**src/verilog/dfs_pkg.sv**
```systemverilog
// dfs_pkg: constants, field layout and carrier types of the data fault status block.
// assumes one core clock domain; fault reports and coprocessor requests are synchronous.
package dfs_pkg;

  // ----------------------------------------------------------------
  // register layout
  // ----------------------------------------------------------------
  localparam int unsigned DATA_W     = 32;
  localparam int unsigned CM_BIT     = 13;
  localparam int unsigned EXT_BIT    = 12;
  localparam int unsigned WNR_BIT    = 11;
  localparam int unsigned FS4_BIT    = 10;
  localparam int unsigned RAZ_BIT    = 9;
  localparam int unsigned DOM_HI     = 7;
  localparam int unsigned DOM_LO     = 4;
  localparam int unsigned FS_LO_HI   = 3;
  localparam logic [31:0] DATA_FAULT_STATUS_RESET = 32'h0000_0000;
  localparam logic [31:0] DATA_FAULT_STATUS_WMASK = 32'h0000_3cff;
  localparam logic [31:0] HYP_TRANSLATION_CTRL_REG_RESET = 32'h0000_0000;
  localparam logic [31:0] HYP_TRANSLATION_CTRL_REG_WMASK = 32'h0000_3f07;
  localparam logic [31:0] HYP_AUX_CONFIG_REG_VALUE = 32'h0000_0000;

  // ----------------------------------------------------------------
  // coprocessor coordinates: opcode1, crn, crm, opcode2
  // ----------------------------------------------------------------
  localparam logic [2:0] DATA_FAULT_STATUS_OPC1 = 3'h0;
  localparam logic [3:0] DATA_FAULT_STATUS_CRN  = 4'h5;
  localparam logic [3:0] DATA_FAULT_STATUS_CRM  = 4'h0;
  localparam logic [2:0] DATA_FAULT_STATUS_OPC2 = 3'h0;
  localparam logic [2:0] HYP_AUX_CONFIG_REG_OPC1 = 3'h4;
  localparam logic [3:0] HYP_AUX_CONFIG_REG_CRN  = 4'h1;
  localparam logic [3:0] HYP_AUX_CONFIG_REG_CRM  = 4'h1;
  localparam logic [2:0] HYP_AUX_CONFIG_REG_OPC2 = 3'h7;
  localparam logic [2:0] HYP_TRANSLATION_CTRL_REG_OPC1 = 3'h4;
  localparam logic [3:0] HYP_TRANSLATION_CTRL_REG_CRN  = 4'h2;
  localparam logic [3:0] HYP_TRANSLATION_CTRL_REG_CRM  = 4'h0;
  localparam logic [2:0] HYP_TRANSLATION_CTRL_REG_OPC2 = 3'h2;

  // ----------------------------------------------------------------
  // privilege levels
  // ----------------------------------------------------------------
  localparam logic [1:0] PRIV_PL0 = 2'h0;
  localparam logic [1:0] PRIV_PL1 = 2'h1;
  localparam logic [1:0] PRIV_PL2 = 2'h2;

  // ----------------------------------------------------------------
  // fault status codes, short-descriptor format
  // ----------------------------------------------------------------
  localparam logic [4:0] FS_ALIGN       = 5'h01;
  localparam logic [4:0] FS_DEBUG       = 5'h02;
  localparam logic [4:0] FS_AFLAG_SECT  = 5'h03;
  localparam logic [4:0] FS_ICMAINT     = 5'h04;
  localparam logic [4:0] FS_TRANS_SECT  = 5'h05;
  localparam logic [4:0] FS_AFLAG_PAGE  = 5'h06;
  localparam logic [4:0] FS_TRANS_PAGE  = 5'h07;
  localparam logic [4:0] FS_SYNC_EXT    = 5'h08;
  localparam logic [4:0] FS_DOM_SECT    = 5'h09;
  localparam logic [4:0] FS_DOM_PAGE    = 5'h0b;
  localparam logic [4:0] FS_WALK_EXT_L1 = 5'h0c;
  localparam logic [4:0] FS_PERM_SECT   = 5'h0d;
  localparam logic [4:0] FS_WALK_EXT_L2 = 5'h0e;
  localparam logic [4:0] FS_PERM_PAGE   = 5'h0f;
  localparam logic [4:0] FS_ASYNC_EXT   = 5'h16;

  // ----------------------------------------------------------------
  // carriers
  // ----------------------------------------------------------------
  typedef enum logic [3:0] {
    FK_ALIGN    = 4'h0,
    FK_DEBUG    = 4'h1,
    FK_AFLAG    = 4'h2,
    FK_ICMAINT  = 4'h3,
    FK_TRANS    = 4'h4,
    FK_SYNC_EXT = 4'h5,
    FK_DOMAIN   = 4'h6,
    FK_WALK_EXT = 4'h7,
    FK_PERM     = 4'h8,
    FK_ASYNC_EXT = 4'h9
  } dfs_kind_t;

  typedef struct packed {
    logic       valid;
    dfs_kind_t  kind;
    logic       second_level;
    logic       cache_maint;
    logic       is_write;
    logic       slverr;
    logic [3:0] domain;
    logic       secure;
  } dfs_fault_t;

  typedef struct packed {
    logic        valid;
    logic        write;
    logic [2:0]  opc1;
    logic [3:0]  crn;
    logic [3:0]  crm;
    logic [2:0]  opc2;
    logic        secure;
    logic [1:0]  priv;
    logic [31:0] wdata;
  } dfs_cp_req_t;

  typedef struct packed {
    logic        valid;
    logic        hit;
    logic        undef;
    logic [31:0] rdata;
  } dfs_cp_rsp_t;

endpackage
```
**src/verilog/dfs_fault_status.sv**
```systemverilog
// dfs_fault_status: data fault status capture, banked per security state, with the
// two hypervisor registers that sit beside it in coprocessor space.
// assumes fault reports and coprocessor requests are synchronous to core_clk_i.
//
// Overview of operation
// RL1 - cache-maintenance flag bit 13 set when a maintenance op caused a synchronous fault
// RL2 - external abort: bit 12 is 0 for decode error, 1 for slave error
// RL3 - non-external aborts report 0 in bit 12
// RL4 - bit 11 records read (0) or write (1) of the faulting access
// RL5 - faults from maintenance and address translation ops always report write
// RL6 - five-bit fault code: top bit at 10, lower four at 3 to 0
// RL7 - bits 7 to 4 hold the accessed domain, one of sixteen
// RL8 - domain may be unknown for permission faults; software must ignore it
// RL9 - only defined fault codes are ever produced
// RL10 - page permission fault is 0b01111, asynchronous external abort 0b10110
// RL11 - every data fault overwrites the register with its own status
// RL12 - separate secure and non-secure copies, selected by current state
// RL13 - register access only from privilege level one or higher
// RL14 - layout follows translation format; this block is short-descriptor only
// RL15 - hyp auxiliary configuration register unimplemented, reads unknown, write zero
// RL16 - hyp translation control implementation-defined bits read unknown, write zero
// RL17 - access via coprocessor transfer with opcode1 0, c5, c0, opcode2 0
// RL18 - bit 9 reads zero; bits 31 to 14 and 8 reserved, write zero
// RL19 - other codes follow the standard short-descriptor fault assignments
`timescale 1ns/1ps
`default_nettype none
module dfs_fault_status #(
  parameter logic [31:0] HYP_TRANSLATION_CTRL_REG_MASK = dfs_pkg::HYP_TRANSLATION_CTRL_REG_WMASK
) (
  input  wire logic                 core_clk_i,
  input  wire logic                 arst_n_i,
  input  wire dfs_pkg::dfs_fault_t  fault_i,
  input  wire dfs_pkg::dfs_cp_req_t cp_req_i,
  output dfs_pkg::dfs_cp_rsp_t      cp_rsp_o
);
  import dfs_pkg::*;

  // ----------------------------------------------------------------
  // fault code encoder
  // ----------------------------------------------------------------
  // every kind maps onto a listed code, so reserved encodings cannot appear
  function automatic logic [4:0] fs_encode(input dfs_kind_t kind, input logic lvl2);
    logic [4:0] code;
    code = FS_ALIGN;
    case (kind)
      FK_ALIGN:     code = FS_ALIGN;                            // [RL19]
      FK_DEBUG:     code = FS_DEBUG;                            // [RL19]
      FK_AFLAG:     code = lvl2 ? FS_AFLAG_PAGE : FS_AFLAG_SECT; // [RL19]
      FK_ICMAINT:   code = FS_ICMAINT;                          // [RL19]
      FK_TRANS:     code = lvl2 ? FS_TRANS_PAGE : FS_TRANS_SECT; // [RL19]
      FK_SYNC_EXT:  code = FS_SYNC_EXT;                         // [RL19]
      FK_DOMAIN:    code = lvl2 ? FS_DOM_PAGE : FS_DOM_SECT;    // [RL19]
      FK_WALK_EXT:  code = lvl2 ? FS_WALK_EXT_L2 : FS_WALK_EXT_L1; // [RL19]
      FK_PERM:      code = lvl2 ? FS_PERM_PAGE : FS_PERM_SECT;  // [RL10]
      FK_ASYNC_EXT: code = FS_ASYNC_EXT;                        // [RL10]
      default:      code = FS_ALIGN;                            // [RL9]
    endcase
    return code;
  endfunction

  // ----------------------------------------------------------------
  // capture value
  // ----------------------------------------------------------------
  logic [4:0]  cap_code;
  logic        cap_is_ext;
  logic        cap_is_sync;
  logic [31:0] cap_val;

  always_comb begin
    cap_code    = fs_encode(fault_i.kind, fault_i.second_level);
    cap_is_ext  = (fault_i.kind == FK_SYNC_EXT) || (fault_i.kind == FK_WALK_EXT) ||
                  (fault_i.kind == FK_ASYNC_EXT);
    cap_is_sync = (fault_i.kind != FK_ASYNC_EXT);
    cap_val     = DATA_FAULT_STATUS_RESET;
    cap_val[CM_BIT]  = cap_is_sync && fault_i.cache_maint;     // [RL1]
    cap_val[EXT_BIT] = cap_is_ext ? fault_i.slverr : 1'b0;     // [RL2] [RL3]
    cap_val[WNR_BIT] = fault_i.cache_maint || fault_i.is_write; // [RL4] [RL5]
    cap_val[FS4_BIT] = cap_code[4];                             // [RL6]
    cap_val[RAZ_BIT] = 1'b0;                                    // [RL18]
    // permission faults still record the domain; its value is not promised
    cap_val[DOM_HI:DOM_LO] = fault_i.domain;                    // [RL7] [RL8]
    cap_val[FS_LO_HI:0]    = cap_code[3:0];                     // [RL6] [RL14]
  end

  // ----------------------------------------------------------------
  // coprocessor decode
  // ----------------------------------------------------------------
  logic hit_data_fault_status;
  logic hit_hyp_aux_config_reg;
  logic hit_hyp_translation_ctrl_reg;
  logic allow_data_fault_status;
  logic allow_hyp;
  logic acc_hit;
  logic acc_ok;

  always_comb begin
    hit_data_fault_status = (cp_req_i.opc1 == DATA_FAULT_STATUS_OPC1) && (cp_req_i.crn == DATA_FAULT_STATUS_CRN) &&
               (cp_req_i.crm == DATA_FAULT_STATUS_CRM) && (cp_req_i.opc2 == DATA_FAULT_STATUS_OPC2); // [RL17]
    hit_hyp_aux_config_reg = (cp_req_i.opc1 == HYP_AUX_CONFIG_REG_OPC1) && (cp_req_i.crn == HYP_AUX_CONFIG_REG_CRN) &&
               (cp_req_i.crm == HYP_AUX_CONFIG_REG_CRM) && (cp_req_i.opc2 == HYP_AUX_CONFIG_REG_OPC2);
    hit_hyp_translation_ctrl_reg = (cp_req_i.opc1 == HYP_TRANSLATION_CTRL_REG_OPC1) && (cp_req_i.crn == HYP_TRANSLATION_CTRL_REG_CRN) &&
               (cp_req_i.crm == HYP_TRANSLATION_CTRL_REG_CRM) && (cp_req_i.opc2 == HYP_TRANSLATION_CTRL_REG_OPC2);
    allow_data_fault_status = (cp_req_i.priv >= PRIV_PL1);                   // [RL13]
    // hyp registers are reached from hyp mode only, and only as non-secure
    allow_hyp  = (cp_req_i.priv == PRIV_PL2) && !cp_req_i.secure;
    acc_hit    = hit_data_fault_status || hit_hyp_aux_config_reg || hit_hyp_translation_ctrl_reg;
    acc_ok     = (hit_data_fault_status && allow_data_fault_status) || ((hit_hyp_aux_config_reg || hit_hyp_translation_ctrl_reg) && allow_hyp);
  end

  // ----------------------------------------------------------------
  // banked fault status copies, index 0 non-secure, 1 secure
  // ----------------------------------------------------------------
  logic [1:0]  bank_cap;
  logic [1:0]  bank_wr;
  logic [31:0] bank_val [2];

  genvar gi;
  generate
    for (gi = 0; gi < 2; gi++) begin : g_bank
      assign bank_cap[gi] = fault_i.valid && (fault_i.secure == 1'(gi));       // [RL12]
      assign bank_wr[gi]  = cp_req_i.valid && cp_req_i.write && hit_data_fault_status &&
                            allow_data_fault_status && (cp_req_i.secure == 1'(gi));         // [RL12]
      dfs_fsr_bank #(
        .RESET_VAL (DATA_FAULT_STATUS_RESET),
        .WR_MASK   (DATA_FAULT_STATUS_WMASK)
      ) u_bank (
        .core_clk_i (core_clk_i),
        .arst_n_i   (arst_n_i),
        .cap_en_i   (bank_cap[gi]),
        .cap_val_i  (cap_val),
        .wr_en_i    (bank_wr[gi]),
        .wr_val_i   (cp_req_i.wdata),
        .value_o    (bank_val[gi])
      );
    end
  endgenerate

  // ----------------------------------------------------------------
  // hyp translation control: only architected bits are held
  // ----------------------------------------------------------------
  logic [31:0] hyp_translation_ctrl_reg_reg;
  logic [31:0] hyp_translation_ctrl_reg_next;

  always_comb begin
    hyp_translation_ctrl_reg_next = hyp_translation_ctrl_reg_reg;
    if (cp_req_i.valid && cp_req_i.write && hit_hyp_translation_ctrl_reg && allow_hyp) begin
      hyp_translation_ctrl_reg_next = cp_req_i.wdata & HYP_TRANSLATION_CTRL_REG_MASK; // [RL16]
    end
  end

  always_ff @(posedge core_clk_i or negedge arst_n_i) begin
    if (!arst_n_i) begin
      hyp_translation_ctrl_reg_reg <= HYP_TRANSLATION_CTRL_REG_RESET;
    end else begin
      hyp_translation_ctrl_reg_reg <= hyp_translation_ctrl_reg_next;
    end
  end

  // ----------------------------------------------------------------
  // response, one cycle after the request
  // ----------------------------------------------------------------
  dfs_cp_rsp_t rsp_reg;
  dfs_cp_rsp_t rsp_next;

  always_comb begin
    rsp_next       = '0;
    rsp_next.valid = cp_req_i.valid;
    rsp_next.hit   = cp_req_i.valid && acc_hit;
    // an access without privilege is refused and reads as zero
    rsp_next.undef = cp_req_i.valid && acc_hit && !acc_ok;       // [RL13]
    if (cp_req_i.valid && !cp_req_i.write && acc_ok) begin
      if (hit_data_fault_status) begin
        rsp_next.rdata = bank_val[cp_req_i.secure];              // [RL12] [RL17]
      end else if (hit_hyp_aux_config_reg) begin
        rsp_next.rdata = HYP_AUX_CONFIG_REG_VALUE;                             // [RL15]
      end else begin
        rsp_next.rdata = hyp_translation_ctrl_reg_reg & HYP_TRANSLATION_CTRL_REG_MASK;                   // [RL16]
      end
    end
  end

  always_ff @(posedge core_clk_i or negedge arst_n_i) begin
    if (!arst_n_i) begin
      rsp_reg <= '0;
    end else begin
      rsp_reg <= rsp_next;
    end
  end

  assign cp_rsp_o = rsp_reg;
endmodule // dfs_fault_status
`default_nettype wire

```
**src/verilog/dfs_fsr_bank.sv**
```systemverilog
// dfs_fsr_bank: one banked copy of the data fault status register.
// assumes capture and software write are already qualified by the caller.
`timescale 1ns/1ps
`default_nettype none
module dfs_fsr_bank #(
  parameter logic [31:0] RESET_VAL = dfs_pkg::DATA_FAULT_STATUS_RESET,
  parameter logic [31:0] WR_MASK   = dfs_pkg::DATA_FAULT_STATUS_WMASK
) (
  input  wire logic        core_clk_i,
  input  wire logic        arst_n_i,
  input  wire logic        cap_en_i,
  input  wire logic [31:0] cap_val_i,
  input  wire logic        wr_en_i,
  input  wire logic [31:0] wr_val_i,
  output logic      [31:0] value_o
);
  import dfs_pkg::*;

  logic [31:0] value_reg;
  logic [31:0] value_next;

  // ----------------------------------------------------------------
  // next value
  // ----------------------------------------------------------------
  // a fault in the same cycle as a software write wins: the event is never lost
  always_comb begin
    value_next = value_reg;
    if (cap_en_i) begin
      value_next = cap_val_i & WR_MASK; // [RL11]
    end else if (wr_en_i) begin
      value_next = wr_val_i & WR_MASK; // [RL18]
    end
  end

  always_ff @(posedge core_clk_i or negedge arst_n_i) begin
    if (!arst_n_i) begin
      value_reg <= RESET_VAL;
    end else begin
      value_reg <= value_next;
    end
  end

  assign value_o = value_reg;
endmodule // dfs_fsr_bank
`default_nettype wire

```
**config.mk**
```make
export PLATFORM = sky130hd
export DESIGN_NAME = dfs_fault_status
export DESIGN_NICKNAME = d
export VERILOG_FILES = /design/src/verilog/dfs_pkg.sv /design/src/verilog/dfs_fault_status.sv /design/src/verilog/dfs_fsr_bank.sv
export SDC_FILE = /design/constraint.sdc
export NUM_CORES = 1
export LEC_CHECK = 0
export ABC_CLOCK_PERIOD_IN_PS = 1700
export BUFFER_PORTS_ARGS = -buffer_cell sky130_fd_sc_hd__buf_2
export CAP_MARGIN = 10
export CORE_ASPECT_RATIO = 0.9
export CORE_UTILIZATION = 58
export CTS_CLUSTER_DIAMETER = 80
export DETAILED_ROUTE_END_ITERATION = 8
export GPL_TIMING_DRIVEN = 0
export PLACE_DENSITY = 0.86
export SLEW_MARGIN = 40
export SYNTH_ARGS = -nofsm -noshare
export SYNTH_HDL_FRONTEND = slang
export SYNTH_HIERARCHICAL = 1
export SYNTH_SLANG_ARGS = --single-unit
```
**constraint.sdc**
```tcl
create_clock -name core_clk_i -period 1.7 [get_ports core_clk_i]
set_input_delay 0.085 -clock core_clk_i [delete_from_list [all_inputs] [get_ports core_clk_i]]
set_output_delay 0.085 -clock core_clk_i [all_outputs]
set_load 0.02 [all_outputs]
```
==> results.py <==
metrics = {
    "finish": {
        "synthToLayoutAreaGrowth_pct": 26.60,
        "drive_above_1_share": 0.4228,
        "n_antenna_cell": 0,
        "nets": 562,
        "finish.instance_area_mm2": 0.004996,
        "fin_util": 0.7585,
        "largest_register_ffs": 35,
    },
    "die": {
        "dieArea_mm2": 0.007138,
        "fp.dieH_um": 80.25,
        "initial_core_util": 0.5992,
        "core_area_mm2": 0.006586,
        "die_w_um": 88.95,
        "pin_count": 102,
        "rows": 28,
    },
    "place": {
        "dp_hpwl_mm": 6.127,
        "dpl-instance-area_mm2": 0.004663,
        "portBuffers": 80,
        "gp_congestion": 0.7869,
    },
    "run_status": {
        "status": "finished, final reports clean",
    },
    "pwr": {
        "p_per_area_mw_per_mm2": 706.4,
        "vdd_drop_max_mv": 0.5170,
        "power_leakage_nw": 2.380,
        "power.total_mw": 3.529,
    },
    "setup_path": {
        "cp.arrival_ns": 1.83,
        "start_kind": "input port",
        "regToRegEndpoint": "cp_rsp_o[0]$_DFF_PN0_",
        "cp_max_fo": 5,
        "crit_type": "in -> reg",
        "r2r_cells": 3,
        "rr_startpoint": "g_bank[1].u_bank/value_o[0]$_DFFE_PN0P_",
        "critical_path_required_ns": 1.93,
        "r2r_slack_ns": 0.71,
        "endpoint_kind": "register",
        "setup.worst_path.end": "g_bank[1].u_bank/value_o[4]$_DFFE_PN0P_",
        "crit_start": "cp_req_i[47]",
    },
    "routing": {
        "ant_nets": 0,
        "drc": 0,
        "vias": 3115,
        "drt_iter0_drc": 189,
        "drt-vias-per-instance": 5.289,
        "avgRoutedWirePerCell_um": 15.23,
        "routed_wl_mm": 8.970,
        "drt-pass1-iter-count": 5,
    },
    "global_route": {
        "grt_pass1_wl_mm": 13.98,
        "grt_max_degree": 39,
        "overflow": 0,
        "grt_pass1_vias": 2943,
        "antenna_found_initial": 0,
        "grt.total_usage": 0.2622,
    },
    "sta": {
        "finalHoldViolations": 0,
        "tightest_slew_ns": 0.7120,
        "maxSlewViolCount": 0,
        "finClkSkew_ns": 0.008526,
        "setup_viol": 0,
        "tns_ns": 0,
        "max_freq_ghz": 0.6229,
        "period_needed_ns": 1.605,
        "slew-limit-headroom": 0.5233,
        "finalCritPeriodShare": 0.9444,
        "rsz0062_at_grt": "no",
    },
    "clock_tree": {
        "cts_root_buffer": "clkbuf_8",
        "htreeDepth": 3,
        "cts_tree": "yes",
        "cts_sinks": 68,
        "clk_pin_slew_ns": 0.08,
        "cts_buffers": 9,
        "insertion_delay_ns": 0.34,
        "cts_buffer_depth": 2,
    },
    "min_path": {
        "min_from": "cp_req_i[10]",
        "hp-class": "in -> reg",
    },
    "run": {
        "cap_violations": 0,
    },
    "logic_synthesis": {
        "syn_inst": 351,
        "synth_area_mm2": 0.003946,
        "avgSynthCellArea_um2": 11.24,
        "yosysWarnings": 6,
    },
}
[final cells by class]
cell class                 count  area, µm²
multi-input combinational    259       1988
sequential                    68       1702
fill                         461       1590
timing repair buffer          95      548.0
buffer                        61      451.7
clock buffer                  10      137.6
tap                           90      112.6
clock inverter                 5      52.55
inverter                       1      3.754
[power breakdown]
group	leakage [nW]	switching [mW]	internal [mW]
Sequential	0.917	0.0347	1.68
Combinational	1.37	0.260	0.240
Clock	0.0979	0.609	0.701
Total	2.38	0.904	2.63
[critical path, stage by stage]
cell and delay (ns):
buf_2 0.12, nor4_4 0.27, and4b_2 0.30, o211ai_4 0.13, buf_8 0.16, nor3_4 0.25, buf_4 0.21, mux2i_1 0.21
o21ai_1 0.08
[routing by layer]
layer  vias up  global-route usage  share of wire
li1       1492                   -              -
met1      1475              0.3546           0.43
met2       136              0.4277           0.49
met3        12             0.05858          0.068
met4         0             0.06508          0.010
met5         -                   0              0
[layout by cell type (no fill, tap or decap), types with 2 or more instances in the layout]
| master | count |
|---|---|
| nor2_1 | 5 |
| nor4_4 | 2 |
| o21a_1 | 2 |
| dlygate4sd3_1 | 8 |
| buf_4 | 50 |
| mux2_2 | 9 |
| buf_12 | 2 |
| nor2b_1 | 5 |
| and2_1 | 2 |
| a22oi_1 | 9 |
| and3_1 | 2 |
| o21ai_2 | 3 |
| clkinv_2 | 3 |
| and4b_1 | 2 |
| a211oi_2 | 20 |
| mux2i_1 | 46 |
| conb_1 | 40 |
| o21ai_0 | 5 |
| dfrtp_1 | 68 |
| a211oi_1 | 3 |
| clkbuf_8 | 10 |
| o21ai_1 | 21 |
| buf_2 | 87 |
| a21oi_1 | 4 |
| nand2_1 | 28 |
| nor3_4 | 2 |
| mux2_4 | 8 |
| nand2b_1 | 2 |
| buf_6 | 3 |
| nand3_1 | 9 |
| o211ai_1 | 10 |
| clkbuf_1 | 4 |
[stage by stage]
step	instances	worst slack [ns]	hold WS [ns]
after floorplan	389	-0.05702	-0.2106
after global placement	559	-0.3641	0.2697
after detailed placement	560	-0.3771	0.04166
after CTS	585	-0.0001694	0.001006
after global routing	589	0.01579	0.004303
final	589	0.09460	0.01144
[what timing repair did]
item                                    CTS  global route
hold buffers                              8             0
buffers inserted                          1             4
gates resized for setup                   1             4
endpoints found under the setup margin    8            22
pin swaps                                 2             3
cloned                                    1             0
endpoints found under the hold margin    41             0
[worst min-delay path by stage]
stage | endpoint | slack, ns | depth (start not counted)
floorplan | cp_rsp_o[0]$_DFF_PN0_ | -0.21 | 0
global placement | cp_rsp_o[34]$_DFF_PN0_ | 0.27 | 1
detailed placement | hyp_translation_ctrl_reg_reg[8]$_DFFE_PN0P_ | 0.04 | 1
CTS | hyp_translation_ctrl_reg_reg[10]$_DFFE_PN0P_ | 0.001 | 2
global route | hyp_translation_ctrl_reg_reg[13]$_DFFE_PN0P_ | 0.004 | 2
finish | hyp_translation_ctrl_reg_reg[10]$_DFFE_PN0P_ | 0.01 | 2
Note: power is estimated with default switching activity, not from simulation.
